## src/acqf_pkg.sv

```systemverilog
// Constants, types and register map of the acquisition output word formatter
package acqf_pkg;

    localparam int ACQF_ADDR_W = 8;
    localparam int ACQF_DATA_W = 32;
    localparam int ACQF_RESULT_W = 12;
    localparam int ACQF_NIBBLE_W = 4;
    localparam int ACQF_WORD_W = 16;
    localparam int ACQF_COUNT_W = 16;

    // Register byte offsets
    localparam logic [7:0] ACQF_CFG_OFS = 8'h00;
    localparam logic [7:0] ACQF_WORD_OFS = 8'h04;
    localparam logic [7:0] ACQF_HELD_OFS = 8'h08;
    localparam logic [7:0] ACQF_STATUS_OFS = 8'h0c;
    localparam logic [7:0] ACQF_COUNT_OFS = 8'h10;

    // Configuration register field positions
    localparam int ACQF_CFG_TYPE_LSB = 0;
    localparam int ACQF_CFG_BIPOLAR_BIT = 3;
    localparam int ACQF_CFG_TWOS_BIT = 4;

    // Status register field positions
    localparam int ACQF_STAT_BUSY_BIT = 0;
    localparam int ACQF_STAT_OE_BIT = 1;
    localparam int ACQF_STAT_GATE_LSB = 4;

    // Write and read responses
    localparam logic [1:0] ACQF_RESP_OKAY = 2'h0;
    localparam logic [1:0] ACQF_RESP_SLVERR = 2'h2;

    // Five output types of the upper nibble
    typedef enum logic [2:0] {
        ACQF_TYPE_NEXT = 3'h0,
        ACQF_TYPE_PRESENT = 3'h1,
        ACQF_TYPE_SIGN_BIN = 3'h2,
        ACQF_TYPE_SIGN_TWOS = 3'h3,
        ACQF_TYPE_ZEROS = 3'h4
    } acqf_out_type_t;

    typedef struct packed {
        logic twos;
        logic bipolar;
        acqf_out_type_t out_type;
    } acqf_cfg_t;

    typedef struct packed {
        logic [ACQF_NIBBLE_W-1:0] upper;
        logic [ACQF_RESULT_W-1:0] result;
    } acqf_word_t;

    localparam acqf_cfg_t ACQF_CFG_RST = '{1'b0, 1'b0, ACQF_TYPE_ZEROS};

    // Bus channel states
    typedef enum logic {
        ACQF_CH_IDLE = 1'b0,
        ACQF_CH_RESP = 1'b1
    } acqf_ch_state_t;

endpackage

```

## src/acqf_busy_latch.sv

```systemverilog
// Busy edge detection with result and channel address capture
`timescale 1ns/1ps
`default_nettype none
module acqf_busy_latch
    import acqf_pkg::*;
(
    input wire logic clk_in,
    input wire logic rst_n_in,
    input wire logic busy_in,
    input wire logic [ACQF_RESULT_W-1:0] result_in,
    input wire logic [ACQF_NIBBLE_W-1:0] next_chan_in,
    input wire logic [ACQF_NIBBLE_W-1:0] present_chan_in,
    output logic busy_out,
    output logic [ACQF_RESULT_W-1:0] result_out,
    output logic [ACQF_NIBBLE_W-1:0] next_held_out,
    output logic [ACQF_NIBBLE_W-1:0] present_held_out,
    output logic [ACQF_COUNT_W-1:0] conv_count_out
);

    logic busy_r;
    logic busy_nxt;
    logic [ACQF_RESULT_W-1:0] result_r;
    logic [ACQF_RESULT_W-1:0] result_nxt;
    logic [ACQF_NIBBLE_W-1:0] next_r;
    logic [ACQF_NIBBLE_W-1:0] next_nxt;
    logic [ACQF_NIBBLE_W-1:0] present_r;
    logic [ACQF_NIBBLE_W-1:0] present_nxt;
    logic [ACQF_COUNT_W-1:0] count_r;
    logic [ACQF_COUNT_W-1:0] count_nxt;
    logic busy_rise;
    logic busy_fall;

    assign busy_rise = busy_in & ~busy_r;
    assign busy_fall = ~busy_in & busy_r;

    // Each value holds until its own edge comes round again
    always_comb begin
        busy_nxt = busy_in;
        result_nxt = result_r;
        next_nxt = next_r;
        present_nxt = present_r;
        count_nxt = count_r;
        if (busy_fall) begin
            result_nxt = result_in; // Result settled once busy drops
            next_nxt = next_chan_in;
            count_nxt = count_r + 1'b1;
        end
        if (busy_rise) begin
            present_nxt = present_chan_in;
        end
    end

    always_ff @(posedge clk_in) begin
        if (!rst_n_in) begin
            busy_r <= 1'b0;
            result_r <= '0;
            next_r <= '0;
            present_r <= '0;
            count_r <= '0;
        end else begin
            busy_r <= busy_nxt;
            result_r <= result_nxt;
            next_r <= next_nxt;
            present_r <= present_nxt;
            count_r <= count_nxt;
        end
    end

    assign busy_out = busy_r;
    assign result_out = result_r;
    assign next_held_out = next_r;
    assign present_held_out = present_r;
    assign conv_count_out = count_r;

endmodule
`default_nettype wire

```

## src/acqf_formatter.sv

```systemverilog
// Output word formatter top with nibble read gates and register slave
//
// Local design decisions: the register addresses and the AXI4-Lite register port.
`timescale 1ns/1ps
`default_nettype none
module acqf_formatter
    import acqf_pkg::*;
(
    input wire logic REF_CLK_IN,
    input wire logic RST_N_IN,
    // Register bus, write address channel
    input wire logic [ACQF_ADDR_W-1:0] S_AXI_AWADDR_IN,
    input wire logic [2:0] S_AXI_AWPROT_IN,
    input wire logic S_AXI_AWVALID_IN,
    output logic S_AXI_AWREADY_OUT,
    // Write data channel
    input wire logic [ACQF_DATA_W-1:0] S_AXI_WDATA_IN,
    input wire logic [3:0] S_AXI_WSTRB_IN,
    input wire logic S_AXI_WVALID_IN,
    output logic S_AXI_WREADY_OUT,
    // Write response channel
    output logic [1:0] S_AXI_BRESP_OUT,
    output logic S_AXI_BVALID_OUT,
    input wire logic S_AXI_BREADY_IN,
    // Read address channel
    input wire logic [ACQF_ADDR_W-1:0] S_AXI_ARADDR_IN,
    input wire logic [2:0] S_AXI_ARPROT_IN,
    input wire logic S_AXI_ARVALID_IN,
    output logic S_AXI_ARREADY_OUT,
    // Read data channel
    output logic [ACQF_DATA_W-1:0] S_AXI_RDATA_OUT,
    output logic [1:0] S_AXI_RRESP_OUT,
    output logic S_AXI_RVALID_OUT,
    input wire logic S_AXI_RREADY_IN,
    // Converter side
    input wire logic CONV_BUSY_IN,
    input wire logic [ACQF_RESULT_W-1:0] CONV_RESULT_IN,
    input wire logic [ACQF_NIBBLE_W-1:0] NEXT_CHANNEL_IN,
    input wire logic [ACQF_NIBBLE_W-1:0] PRESENT_CHANNEL_IN,
    // Host side read gates, bit 0 is the first gate
    input wire logic [3:0] READ_GATE_N_IN,
    output logic [ACQF_NIBBLE_W-1:0] DATA_NIBBLE_OUT,
    output logic DATA_NIBBLE_OE_OUT,
    output logic [ACQF_WORD_W-1:0] DATA_WORD_OUT,
    output logic [ACQF_NIBBLE_W-1:0] HELD_CHANNEL_INDEX_OUT
);

    // Captured converter state
    logic busy_q;
    logic [ACQF_RESULT_W-1:0] lat_result;
    logic [ACQF_NIBBLE_W-1:0] next_held;
    logic [ACQF_NIBBLE_W-1:0] present_held;
    logic [ACQF_COUNT_W-1:0] conv_count;

    // Configuration and formatted outputs
    acqf_cfg_t cfg_r;
    acqf_cfg_t cfg_nxt;
    acqf_word_t word_nxt;
    logic [ACQF_WORD_W-1:0] word_r;
    logic [ACQF_NIBBLE_W-1:0] nibble_r;
    logic [ACQF_NIBBLE_W-1:0] nibble_nxt;
    logic oe_r;
    logic oe_nxt;
    logic [ACQF_NIBBLE_W-1:0] held_r;
    logic [ACQF_NIBBLE_W-1:0] held_nxt;

    // Write side state
    acqf_ch_state_t wr_state_r;
    acqf_ch_state_t wr_state_nxt;
    logic aw_held_r;
    logic aw_held_nxt;
    logic w_held_r;
    logic w_held_nxt;
    logic [ACQF_ADDR_W-1:0] awaddr_r;
    logic [ACQF_ADDR_W-1:0] awaddr_nxt;
    logic [ACQF_DATA_W-1:0] wdata_r;
    logic [ACQF_DATA_W-1:0] wdata_nxt;
    logic [3:0] wstrb_r;
    logic [3:0] wstrb_nxt;
    logic awready_r;
    logic awready_nxt;
    logic wready_r;
    logic wready_nxt;
    logic bvalid_r;
    logic bvalid_nxt;
    logic [1:0] bresp_r;
    logic [1:0] bresp_nxt;

    // Read side state
    acqf_ch_state_t rd_state_r;
    acqf_ch_state_t rd_state_nxt;
    logic arready_r;
    logic arready_nxt;
    logic rvalid_r;
    logic rvalid_nxt;
    logic [ACQF_DATA_W-1:0] rdata_r;
    logic [ACQF_DATA_W-1:0] rdata_nxt;
    logic [1:0] rresp_r;
    logic [1:0] rresp_nxt;

    logic [ACQF_DATA_W-1:0] rd_value;
    logic rd_hit;
    logic [ACQF_RESULT_W-1:0] result_fmt;

    acqf_busy_latch u_busy_latch (
        .clk_in(REF_CLK_IN),
        .rst_n_in(RST_N_IN),
        .busy_in(CONV_BUSY_IN),
        .result_in(CONV_RESULT_IN),
        .next_chan_in(NEXT_CHANNEL_IN),
        .present_chan_in(PRESENT_CHANNEL_IN),
        .busy_out(busy_q),
        .result_out(lat_result),
        .next_held_out(next_held),
        .present_held_out(present_held),
        .conv_count_out(conv_count)
    );

    // Word assembly; the converter code already comes as straight or
    // offset binary, so only two's complement needs a change
    always_comb begin
        result_fmt = lat_result;
        if (cfg_r.bipolar && cfg_r.twos) begin
            result_fmt[ACQF_RESULT_W-1] = ~lat_result[ACQF_RESULT_W-1];
        end
        word_nxt.result = result_fmt;
        unique case (cfg_r.out_type)
            ACQF_TYPE_NEXT: begin
                word_nxt.upper = next_held;
            end
            ACQF_TYPE_PRESENT: begin
                word_nxt.upper = present_held;
            end
            ACQF_TYPE_SIGN_BIN: begin
                word_nxt.upper = {4{lat_result[ACQF_RESULT_W-1]}};
            end
            ACQF_TYPE_SIGN_TWOS: begin
                word_nxt.upper = {4{result_fmt[ACQF_RESULT_W-1]}};
            end
            ACQF_TYPE_ZEROS: begin
                word_nxt.upper = '0;
            end
            default: begin
                word_nxt.upper = '0;
            end
        endcase
        // Held address output is the next address in the next type and the present address in every other type
        if (cfg_r.out_type == ACQF_TYPE_NEXT) begin
            held_nxt = next_held;
        end else begin
            held_nxt = present_held;
        end
    end

    // Read gates; if the host lowers several, the lowest numbered wins
    // rather than letting nibbles fight on the shared lines
    always_comb begin
        nibble_nxt = '0;
        oe_nxt = ~&READ_GATE_N_IN;
        if (!READ_GATE_N_IN[0]) begin
            nibble_nxt = word_nxt.result[11:8];
        end else if (!READ_GATE_N_IN[1]) begin
            nibble_nxt = word_nxt.result[7:4];
        end else if (!READ_GATE_N_IN[2]) begin
            nibble_nxt = word_nxt.result[3:0];
        end else if (!READ_GATE_N_IN[3]) begin
            nibble_nxt = word_nxt.upper;
        end
    end

    // Write channel: address and data taken in either order
    always_comb begin
        wr_state_nxt = wr_state_r;
        aw_held_nxt = aw_held_r;
        w_held_nxt = w_held_r;
        awaddr_nxt = awaddr_r;
        wdata_nxt = wdata_r;
        wstrb_nxt = wstrb_r;
        bvalid_nxt = bvalid_r;
        bresp_nxt = bresp_r;
        cfg_nxt = cfg_r;
        if (S_AXI_AWVALID_IN && awready_r) begin
            aw_held_nxt = 1'b1;
            awaddr_nxt = S_AXI_AWADDR_IN;
        end
        if (S_AXI_WVALID_IN && wready_r) begin
            w_held_nxt = 1'b1;
            wdata_nxt = S_AXI_WDATA_IN;
            wstrb_nxt = S_AXI_WSTRB_IN;
        end
        unique case (wr_state_r)
            ACQF_CH_IDLE: begin
                if (aw_held_r && w_held_r) begin
                    aw_held_nxt = 1'b0;
                    w_held_nxt = 1'b0;
                    bvalid_nxt = 1'b1;
                    wr_state_nxt = ACQF_CH_RESP;
                    if (awaddr_r[7:2] == ACQF_CFG_OFS[7:2]) begin
                        bresp_nxt = ACQF_RESP_OKAY;
                        if (wstrb_r[0]) begin
                            cfg_nxt.out_type = acqf_out_type_t'(
                                wdata_r[ACQF_CFG_TYPE_LSB +: 3]);
                            cfg_nxt.bipolar = wdata_r[ACQF_CFG_BIPOLAR_BIT];
                            cfg_nxt.twos = wdata_r[ACQF_CFG_TWOS_BIT];
                        end
                    end else if (awaddr_r[7:2] == ACQF_WORD_OFS[7:2] ||
                                 awaddr_r[7:2] == ACQF_HELD_OFS[7:2] ||
                                 awaddr_r[7:2] == ACQF_STATUS_OFS[7:2] ||
                                 awaddr_r[7:2] == ACQF_COUNT_OFS[7:2]) begin
                        bresp_nxt = ACQF_RESP_OKAY; // Read-only, ignored
                    end else begin
                        bresp_nxt = ACQF_RESP_SLVERR;
                    end
                end
            end
            ACQF_CH_RESP: begin
                if (S_AXI_BREADY_IN) begin
                    bvalid_nxt = 1'b0;
                    wr_state_nxt = ACQF_CH_IDLE;
                end
            end
        endcase
        // Ready drops while a half is held, giving one write in flight
        awready_nxt = ~aw_held_nxt & (wr_state_nxt == ACQF_CH_IDLE);
        wready_nxt = ~w_held_nxt & (wr_state_nxt == ACQF_CH_IDLE);
    end

    // Read decode
    always_comb begin
        rd_value = '0;
        rd_hit = 1'b1;
        unique case (S_AXI_ARADDR_IN[7:2])
            ACQF_CFG_OFS[7:2]: begin
                rd_value[ACQF_CFG_TYPE_LSB +: 3] = cfg_r.out_type;
                rd_value[ACQF_CFG_BIPOLAR_BIT] = cfg_r.bipolar;
                rd_value[ACQF_CFG_TWOS_BIT] = cfg_r.twos;
            end
            ACQF_WORD_OFS[7:2]: begin
                rd_value[ACQF_WORD_W-1:0] = word_r;
            end
            ACQF_HELD_OFS[7:2]: begin
                rd_value[ACQF_NIBBLE_W-1:0] = held_r;
            end
            ACQF_STATUS_OFS[7:2]: begin
                rd_value[ACQF_STAT_BUSY_BIT] = busy_q;
                rd_value[ACQF_STAT_OE_BIT] = oe_r;
                rd_value[ACQF_STAT_GATE_LSB +: 4] = READ_GATE_N_IN;
            end
            ACQF_COUNT_OFS[7:2]: begin
                rd_value[ACQF_COUNT_W-1:0] = conv_count;
            end
            default: begin
                rd_hit = 1'b0;
            end
        endcase
    end

    // Read channel: one read in flight, data one cycle after address
    always_comb begin
        rd_state_nxt = rd_state_r;
        arready_nxt = arready_r;
        rvalid_nxt = rvalid_r;
        rdata_nxt = rdata_r;
        rresp_nxt = rresp_r;
        unique case (rd_state_r)
            ACQF_CH_IDLE: begin
                if (S_AXI_ARVALID_IN && arready_r) begin
                    arready_nxt = 1'b0;
                    rvalid_nxt = 1'b1;
                    rdata_nxt = rd_value;
                    rresp_nxt = rd_hit ? ACQF_RESP_OKAY : ACQF_RESP_SLVERR;
                    rd_state_nxt = ACQF_CH_RESP;
                end
            end
            ACQF_CH_RESP: begin
                if (S_AXI_RREADY_IN) begin
                    rvalid_nxt = 1'b0;
                    arready_nxt = 1'b1;
                    rd_state_nxt = ACQF_CH_IDLE;
                end
            end
        endcase
    end

    always_ff @(posedge REF_CLK_IN) begin
        if (!RST_N_IN) begin
            cfg_r <= ACQF_CFG_RST;
            word_r <= '0;
            nibble_r <= '0;
            oe_r <= 1'b0;
            held_r <= '0;
            wr_state_r <= ACQF_CH_IDLE;
            aw_held_r <= 1'b0;
            w_held_r <= 1'b0;
            awaddr_r <= '0;
            wdata_r <= '0;
            wstrb_r <= '0;
            awready_r <= 1'b0;
            wready_r <= 1'b0;
            bvalid_r <= 1'b0;
            bresp_r <= ACQF_RESP_OKAY;
            rd_state_r <= ACQF_CH_IDLE;
            arready_r <= 1'b0;
            rvalid_r <= 1'b0;
            rdata_r <= '0;
            rresp_r <= ACQF_RESP_OKAY;
        end else begin
            cfg_r <= cfg_nxt;
            word_r <= word_nxt;
            nibble_r <= nibble_nxt;
            oe_r <= oe_nxt;
            held_r <= held_nxt;
            wr_state_r <= wr_state_nxt;
            aw_held_r <= aw_held_nxt;
            w_held_r <= w_held_nxt;
            awaddr_r <= awaddr_nxt;
            wdata_r <= wdata_nxt;
            wstrb_r <= wstrb_nxt;
            awready_r <= awready_nxt;
            wready_r <= wready_nxt;
            bvalid_r <= bvalid_nxt;
            bresp_r <= bresp_nxt;
            rd_state_r <= rd_state_nxt;
            arready_r <= (rd_state_r == ACQF_CH_IDLE && !arready_r &&
                          !rvalid_r) ? 1'b1 : arready_nxt;
            rvalid_r <= rvalid_nxt;
            rdata_r <= rdata_nxt;
            rresp_r <= rresp_nxt;
        end
    end

    // All outputs straight from flops
    assign S_AXI_AWREADY_OUT = awready_r;
    assign S_AXI_WREADY_OUT = wready_r;
    assign S_AXI_BVALID_OUT = bvalid_r;
    assign S_AXI_BRESP_OUT = bresp_r;
    assign S_AXI_ARREADY_OUT = arready_r;
    assign S_AXI_RVALID_OUT = rvalid_r;
    assign S_AXI_RDATA_OUT = rdata_r;
    assign S_AXI_RRESP_OUT = rresp_r;
    assign DATA_NIBBLE_OUT = nibble_r;
    assign DATA_NIBBLE_OE_OUT = oe_r;
    assign DATA_WORD_OUT = word_r;
    assign HELD_CHANNEL_INDEX_OUT = held_r;

endmodule
`default_nettype wire

```

## config.mk

```make
export PLATFORM = sky130hd
export DESIGN_NAME = acqf_formatter
export DESIGN_NICKNAME = d
export VERILOG_FILES = /design/src/acqf_pkg.sv /design/src/acqf_busy_latch.sv /design/src/acqf_formatter.sv
export SDC_FILE = /design/constraint.sdc
export NUM_CORES = 1
export LEC_CHECK = 0
export CAP_MARGIN = 20
export CORE_MARGIN = 4
export CORE_UTILIZATION = 33
export CTS_BUF_LIST = sky130_fd_sc_hd__clkbuf_2 sky130_fd_sc_hd__clkbuf_4 sky130_fd_sc_hd__clkbuf_8
export CTS_CLUSTER_SIZE = 10
export DETAILED_ROUTE_END_ITERATION = 10
export DONT_BUFFER_PORTS = 1
export GPL_TIMING_DRIVEN = 0
export MAX_ROUTING_LAYER = met4
export PLACE_DENSITY_LB_ADDON = 0.05
export SYNTH_ARGS = -nofsm -noshare
export SYNTH_HDL_FRONTEND = slang
export SYNTH_SLANG_ARGS = --single-unit
```

## constraint.sdc

```tcl
create_clock -name REF_CLK_IN -period 1.9 [get_ports REF_CLK_IN]
set_input_delay 0.38 -clock REF_CLK_IN [delete_from_list [all_inputs] [get_ports REF_CLK_IN]]
set_output_delay 0.38 -clock REF_CLK_IN [all_outputs]
set_load 0.005 [all_outputs]
```

==> reports/qor.txt, run 1 <==
Worst Hold Class = primary input to register
Deepest level of the CTS H-tree = 3
Die ar. = 0.0155 mm²
Starting density of the core = 33.8%
Crit-path slowest cell = or3b_2
Syn Inst Count = 516
Post-synthesis average cell area = 8.70 µm²
Slowest stage delay, CP = 480 ps
LEAKAGE = 1.89 nW
Slew HR = 37.9%
WL/cell = 18.3 µm
Share of post-route cells with drive strength above 1 = 11.2%
Residual overflow from global routing = 0
Startpoint types = register
Final Worst Setup Slack = 65.1 ps
Setup slack, reg-to-reg = 70 ps
Sequential share of the synthesized area = 47.3%
Die span in y = 125 µm
Setup Viol. Count Final = 0
Clk_lat worst skew = 390 ps
Routability cong. = 0.813
Hold Buf Count CTS = 0
Library cells used by synthesis = 46
Final hold slack = 108 ps
Max VDD drop = 0.000325 V
PortBufs = 0
Row Count = 42
Max cap viols = 0
Critical path fanouts, max = 9
Nets = 638
CTS clk-pin slew, worst paths = 100 ps
Worst Path Required = 2170 ps
Total length of routed wires = 13.3 mm
Status = finished clean
DRT antenna net count = 0
Reg-to-reg startpoint = cfg_r[1]
FMAX = 545 MHz
Post-DP HPWL = 10.2 mm
I/O pin count = 156
Final period utilization = 96.6%
Core area = 0.0133 mm²
TritonCTS clock tree = built
Min Clock Period, post-route = 1830 ps
Initial antenna violation count = 0
RSZ-0062 raised after global routing = false
Detailed Routing Iterations Pass 1 = 4
Number of global-route vias before repair = 3488
Die X = 125 µm
Drt drc = 0
FF-to-FF End = DATA_NIBBLE_OUT[2]
Synth Cell Area = 0.00449 mm²
Root Buffer = clkbuf_8
DP Worst Slack = -209 ps
CP Capture Type = register
Cts bufs inserted = 9
Post-synth EDFFs = 0
Clock Path Buffers = 2
Min-Delay Path Depth = 1
Synthesis Warnings = 0
Ant. Diodes = 0
Hold worst-path end = u_busy_latch.busy_out
Final Hold Fails = 0
Vias = 3596
Synthesized flop and latch total = 106
Pin count of the biggest net entering global routing = 17
Synthesis-to-finish area growth = 13.5%
Synth Flop Type = dfxtp_1
Drt via density = 4.94
R2r worst-path depth = 5
Hold path startpoint = CONV_BUSY_IN
Worst Skew = 11.7 ps
Critical Path Start = cfg_r[1]
Crit path DAT = 2100 ps
FFs w/ async S/R, synth = 0%
Placed insts = 709
CP cell instances = buf_4, or3b_2, mux2i_4, nor3_1, o31ai_1
Drt initial violations = 220
CP Class = register to register
Global-route usage over all layers = 17.5%
Finished Layout Cells = 728
Power per Cell Area = 895 mW/mm²
Final Max Slew Viols = 0
Worst Max-Slew Pin Slew = 924 ps
Sink Count = 106
First-pass GRT wire length = 20.3 mm
state kept, by name, indices dropped and copies added (netlist names), 4 cells and up:
signal and flops:
DATA_NIBBLE_OUT 4, DATA_WORD_OUT 16, HELD_CHANNEL_INDEX_OUT 4, S_AXI_RDATA_OUT 16, awaddr_r 6, cfg_r 5, u_busy_latch.conv_count_out 16, u_busy_latch.next_held_out 4
u_busy_latch.present_held_out 4, u_busy_latch.result_out 12, wdata_r 5
how the worst max path moves through the flow:
stage | to | cells after the start
3_5_place_dp | DATA_NIBBLE_OUT[2] | 5
6_report | DATA_NIBBLE_OUT[2] | 5
4_1_cts | S_AXI_RDATA_OUT[8] | 5
3_3_place_gp | DATA_NIBBLE_OUT[2] | 5
2_1_floorplan | S_AXI_RDATA_OUT[5] | 6
5_1_grt | u_busy_latch.conv_count_out[14] | 5
power by group:
| group | switching [mW] | leakage (nW) | internal (mW) |
|---|---|---|---|
| Combinational | 0.213 | 0.889 | 0.138 |
| Clock | 0.776 | 0.137 | 1.06 |
| Sequential | 0.0724 | 0.862 | 2.30 |
stage by stage:
| stage | TNS, ps | instance area, µm² | util, % | power (mW) |
|---|---|---|---|---|
| floorplan | 0 | 4550 | - | 2.67 |
| CTS | 0 | 5050 | 38.0 | 4.61 |
| global placement | -423 | 4770 | 35.9 | 2.77 |
| detailed placement | -552 | 4770 | 35.9 | 2.78 |
| finish | 0 | 5090 | 38.3 | 4.56 |
| global route | 0 | 5090 | 38.3 | 4.75 |
logic make-up (layout without fill, tap and decap cells):
group / after synthesis / after routing / synth area share, %
simple gates: 208 / 208 / 22.2
flops: 106 / 106 / 47.3
compound gates: 98 / 98 / 13.6
buf+inv: 62 / 81 / 7.61
mux: 28 / 28 / 6.58
xor+xnor: 12 / 12 / 2.34
fa+ha+maj: 1 / 1 / 0.279
other cells: 1 / 18 / 0.0836
area by class of cell:
| class | instances | area (µm²) |
|---|---|---|
| Multi-Input combinational cell | 365 | 2110 |
| Tap cell | 176 | 220 |
| Inverter | 11 | 41.3 |
| Fill cell | 1375 | 8200 |
| Clock inverter | 5 | 125 |
| Buffer | 50 | 298 |
| Timing Repair Buffer | 4 | 30.0 |
| Clock buffer | 11 | 145 |
| Sequential cell | 106 | 2120 |
placed cells by master, fill, tap and decap left out, types with 3 or more instances in the layout:
cell type  count
nand2b_1       7
and2_1         9
conb_1        18
xnor2_1        8
o211ai_1       3
bufinv_16      4
nand3_1       22
buf_2          3
o31ai_1        4
o21a_1         3
buf_4         24
nor3_1        18
buf_6          4
xor2_1         4
nor4_1         3
and3_1         4
dfxtp_1      106
a21oi_1       41
mux2i_1       24
nand3b_1       7
a221oi_1      16
nand2_1       64
or3_1          3
inv_1         10
o21ai_0       22
clkbuf_8      10
nand4_1        3
nor2_1        55
clkbuf_1      22
critical path, delay by kind of cell, from the launching register on:
family	cells	cell delay [ps]
flip-flops	1	320
AND/OR/NAND/NOR	2	600
multiplexers	1	310
buffers and inverters	1	140
AO/OA/AOI/OAI	1	350
what timing repair did:
item                                    4_1_cts  5_1_grt
pin swaps                                     0        1
endpoints found under the setup margin        4       23
gates resized for setup                       2        4
setup buffers                                 0        4
per-layer routing:
layer | up-vias | GRT usage [%] | wire length [µm]
met3 | 15 | 5.49 | 923
met4 | 0 | 6.19 | 210
li1 | 1810 | - | -
met5 | - | - | 0
met2 | 87 | 28.1 | 6380
met1 | 1684 | 20.8 | 5820
Yosys cell counts, types with 8 or more instances:
library cell	instances	share of area (%)
inv_1	10	0.84
o21ai_0	22	2.5
nand3_1	22	2.5
a221oi_1	16	3.1
nor2_1	55	4.6
nor3_1	19	2.1
mux2i_1	25	5.6
nand2_1	64	5.4
a21oi_1	41	4.6
xnor2_1	8	1.6
and2_1	9	1.3
clkbuf_1	24	2.0
buf_4	20	3.3
dfxtp_1	106	47
Note: power is estimated with default switching activity, not from simulation.
==> inputs of run 2 (changes only) <==
--- a/config.mk
+++ b/config.mk
@@ -17,4 +17,5 @@
 export PLACE_DENSITY_LB_ADDON = 0.05
 export SYNTH_ARGS = -nofsm -noshare
 export SYNTH_HDL_FRONTEND = slang
+export SYNTH_HIERARCHICAL = 1
 export SYNTH_SLANG_ARGS = --single-unit
==> constraint.sdc (replaced) <==
create_clock -name REF_CLK_IN -period 2 [get_ports REF_CLK_IN]
set_input_delay 0.4 -clock REF_CLK_IN [delete_from_list [all_inputs] [get_ports REF_CLK_IN]]
set_output_delay 0.4 -clock REF_CLK_IN [all_outputs]
set_load 0.005 [all_outputs]
==> run 2 against run 1 <==
Against the previous run:
- combinational power down 5%
- first-iteration DRC count rose by 0.45%
- clock power down 34%
- cell count is 2.3% lower
- wire length down 0.62%
- global-route usage is 0.12 points higher
- area after synthesis up 0.45%
- critical path depth unchanged
- count of clock-buffer cells in the layout increased by 2
- critical path type unchanged
- largest power group unchanged
==> reports/qor.txt, run 2 <==
Synth top area share = 47.1%
Cts bufs inserted = 9
Core area = 0.0133 mm²
Commonest non-fill, non-tap cell in the layout = dfxtp_1
Root Buffer = clkbuf_8
Pin count of the biggest net entering global routing = 15
Hold Buf Count CTS = 0
I/O pin count = 156
Synthesized flop and latch total = 106
Starting density of the core = 33.9%
Post-route cell area = 0.00496 mm²
Worst Max-Slew Pin Slew = 752 ps
CP Capture Type = register
Drt drc = 0
Setup Viol. Count Final = 0
Setup_tns = 0 ps
Drt initial violations = 221
Reg-to-reg startpoint = u_busy_latch/conv_count_out[0]
RSZ-0062 raised after global routing = false
Sequential share of the synthesized area = 47.1%
Clock Path Buffers = 2
Hold path startpoint = S_AXI_RREADY_IN
Slew HR = 49.4%
Synth Flop Type = dfxtp_1
Library cells used by synthesis = 54
Final Hold Fails = 0
LEAKAGE = 1.87 nW
Final hold slack = 134 ps
Post_cts resized = 0
Total length of routed wires = 13.3 mm
Crit-path slowest cell = dfxtp_1
Final Max Slew Viols = 0
Die X = 125 µm
Post-synth EDFFs = 0
FFs w/ async S/R, synth = 0%
Fillers = 1410
FMAX = 577 MHz
Max VDD drop = 0.000274 V
Routability cong. = 0.839
Leading post-synthesis cells by cell area = dfxtp_1 (47%), nand2_1 (5.2%), a21oi_1 (4.6%), mux2i_1 (4.4%), nor2_1 (4.0%)
Slowest stage delay, CP = 570 ps
Number of global-route vias before repair = 3505
Max Used Layer = met4
Detailed Routing Iterations Pass 1 = 4
Largest area contributor in the netlist = dfxtp_1
TritonCTS clock tree = built
Final Worst Setup Slack = 267 ps
Post-DP HPWL = 10.4 mm
Residual overflow from global routing = 0
CTS clk-pin slew, worst paths = 90 ps
Deepest level of the CTS H-tree = 3
Setup slack, reg-to-reg = 270 ps
Total power = 3.80 mW
Share of post-route cells with drive strength above 1 = 10.1%
WL/cell = 18.6 µm
Min Clock Period, post-route = 1730 ps
Post-synthesis average cell area = 8.91 µm²
Final period utilization = 86.6%
Sink Count = 106
Most frequent cell after synthesis = dfxtp_1
DRT antenna net count = 0
Clk_lat worst skew = 380 ps
PortBufs = 0
Critical Path Start = u_busy_latch/conv_count_out[0]
WL met3 = 901 µm
Initial antenna violation count = 0
Setup bufs post-CTS = 0
Synth cell count leaders = dfxtp_1 (106), nand2_1 (63), nor2_1 (48), a21oi_1 (41)
Vias = 3559
Drt via density = 5.01
Die span in y = 125 µm
DP Worst Slack = 57.1 ps
Critical path fanouts, max = 8
Startpoint types = register
Power per Cell Area = 767 mW/mm²
FF-to-FF End = u_busy_latch/conv_count_out[14]
Ant. Diodes = 0
Synth Cell Area = 0.00451 mm²
R2r worst-path depth = 5
First-pass GRT wire length = 20.6 mm
Crit path capture = u_busy_latch/conv_count_out[14]
CP cell instances = ha_1, nand4b_1, nor4_1, xnor2_1, nor2_1
Commonest non-fill, non-tap cells in the layout = dfxtp_1 (106), nand2_1 (63), nor2_1 (48)
Synthesis-to-finish area growth = 10.0%
Max cap viols = 0
M1 WL = 6.21 mm
Worst Hold Class = primary input to register
Nets = 624
DP Area = 0.00479 mm²
Die ar. = 0.0156 mm²
Syn Inst Count = 506
Crit path DAT = 1990 ps
Synthesis Warnings = 6
Global-route usage over all layers = 17.6%
Worst Skew = 7.06 ps
CP Class = register to register
Wire length on met2 = 5.93 mm
Status = finished clean
Row Count = 42
Worst Path Required = 2250 ps
==> run 2: cell count changes after synthesis, sizes merged, moves of 3 or more <==
cell,delta
clkbuf,-6
xnor2,-3
o221ai,+3
buf,+4
nand4,+5
a211oi,+5
inv,-6
and2,+6
mux2i,-5
nor3,-8
xor2,+6
nor2,-7
==> run 2: stage by stage <==
step	util, %	std cells
global route	37.3	711
global placement	36.0	699
floorplan	-	523
finish	37.3	711
detailed placement	36.0	699
CTS	37.3	712
==> run 2: critical path, delay by kind of cell, from the launching register on <==
family,cells,cell delay (ps)
adder cells (fa/ha/maj),1,260
XOR/XNOR,1,160
AND/OR/NAND/NOR,3,620
flip-flops,1,570
==> run 2: power by group <==
group / total, mW / leakage, nW / internal, mW / switching (mW)
Clock: 1.21 / 0.0883 / 0.530 / 0.677
Sequential: 2.26 / 0.862 / 2.19 / 0.0722
Combinational: 0.335 / 0.916 / 0.135 / 0.201
Total: 3.80 / 1.87 / 2.85 / 0.949
==> run 2: cell families (layout without fill, tap and decap cells) <==
group	Yosys count	in the layout	synth area share [%]
AOI/OAI and AO/OA	101	101	14.2
xor gates and xnor gates	15	15	2.91
adders and majority gates	1	1	0.278
buffers and inverters	55	67	6.77
DFF	106	106	47.1
muxes	22	22	5.19
other	1	18	0.0832
and+or+nand+nor	205	205	23.5
==> run 2: final cells by class <==
| type | instances | area (µm²) | area share, % |
|---|---|---|---|
| Inverter | 6 | 22.5 | 0.454 |
| Multi-Input combinational cell | 362 | 2150 | 43.3 |
| Clock buffer | 13 | 166 | 3.36 |
| Sequential cell | 106 | 2120 | 42.8 |
| Buffer | 48 | 279 | 5.63 |
| Tap cell | 176 | 220 | 4.44 |
==> run 2: how the worst min path moves through the flow <==
stage / cells after the start / slack, ps / to
6_report: 1 / 130 / S_AXI_RVALID_OUT
5_1_grt: 1 / 100 / u_busy_latch/busy_out
4_1_cts: 1 / 100 / u_busy_latch/busy_out
3_5_place_dp: 2 / 450 / wstrb_r[0]
3_3_place_gp: 2 / 440 / awaddr_r[7]
2_1_floorplan: 2 / 430 / DATA_WORD_OUT[3]
==> run 2: metal layers <==
metal  up-vias  track usage, %
li1       1790               -
met1      1657            22.7
met2        95            26.2
met3        17            6.09
met4         0            5.42
met5         -               -
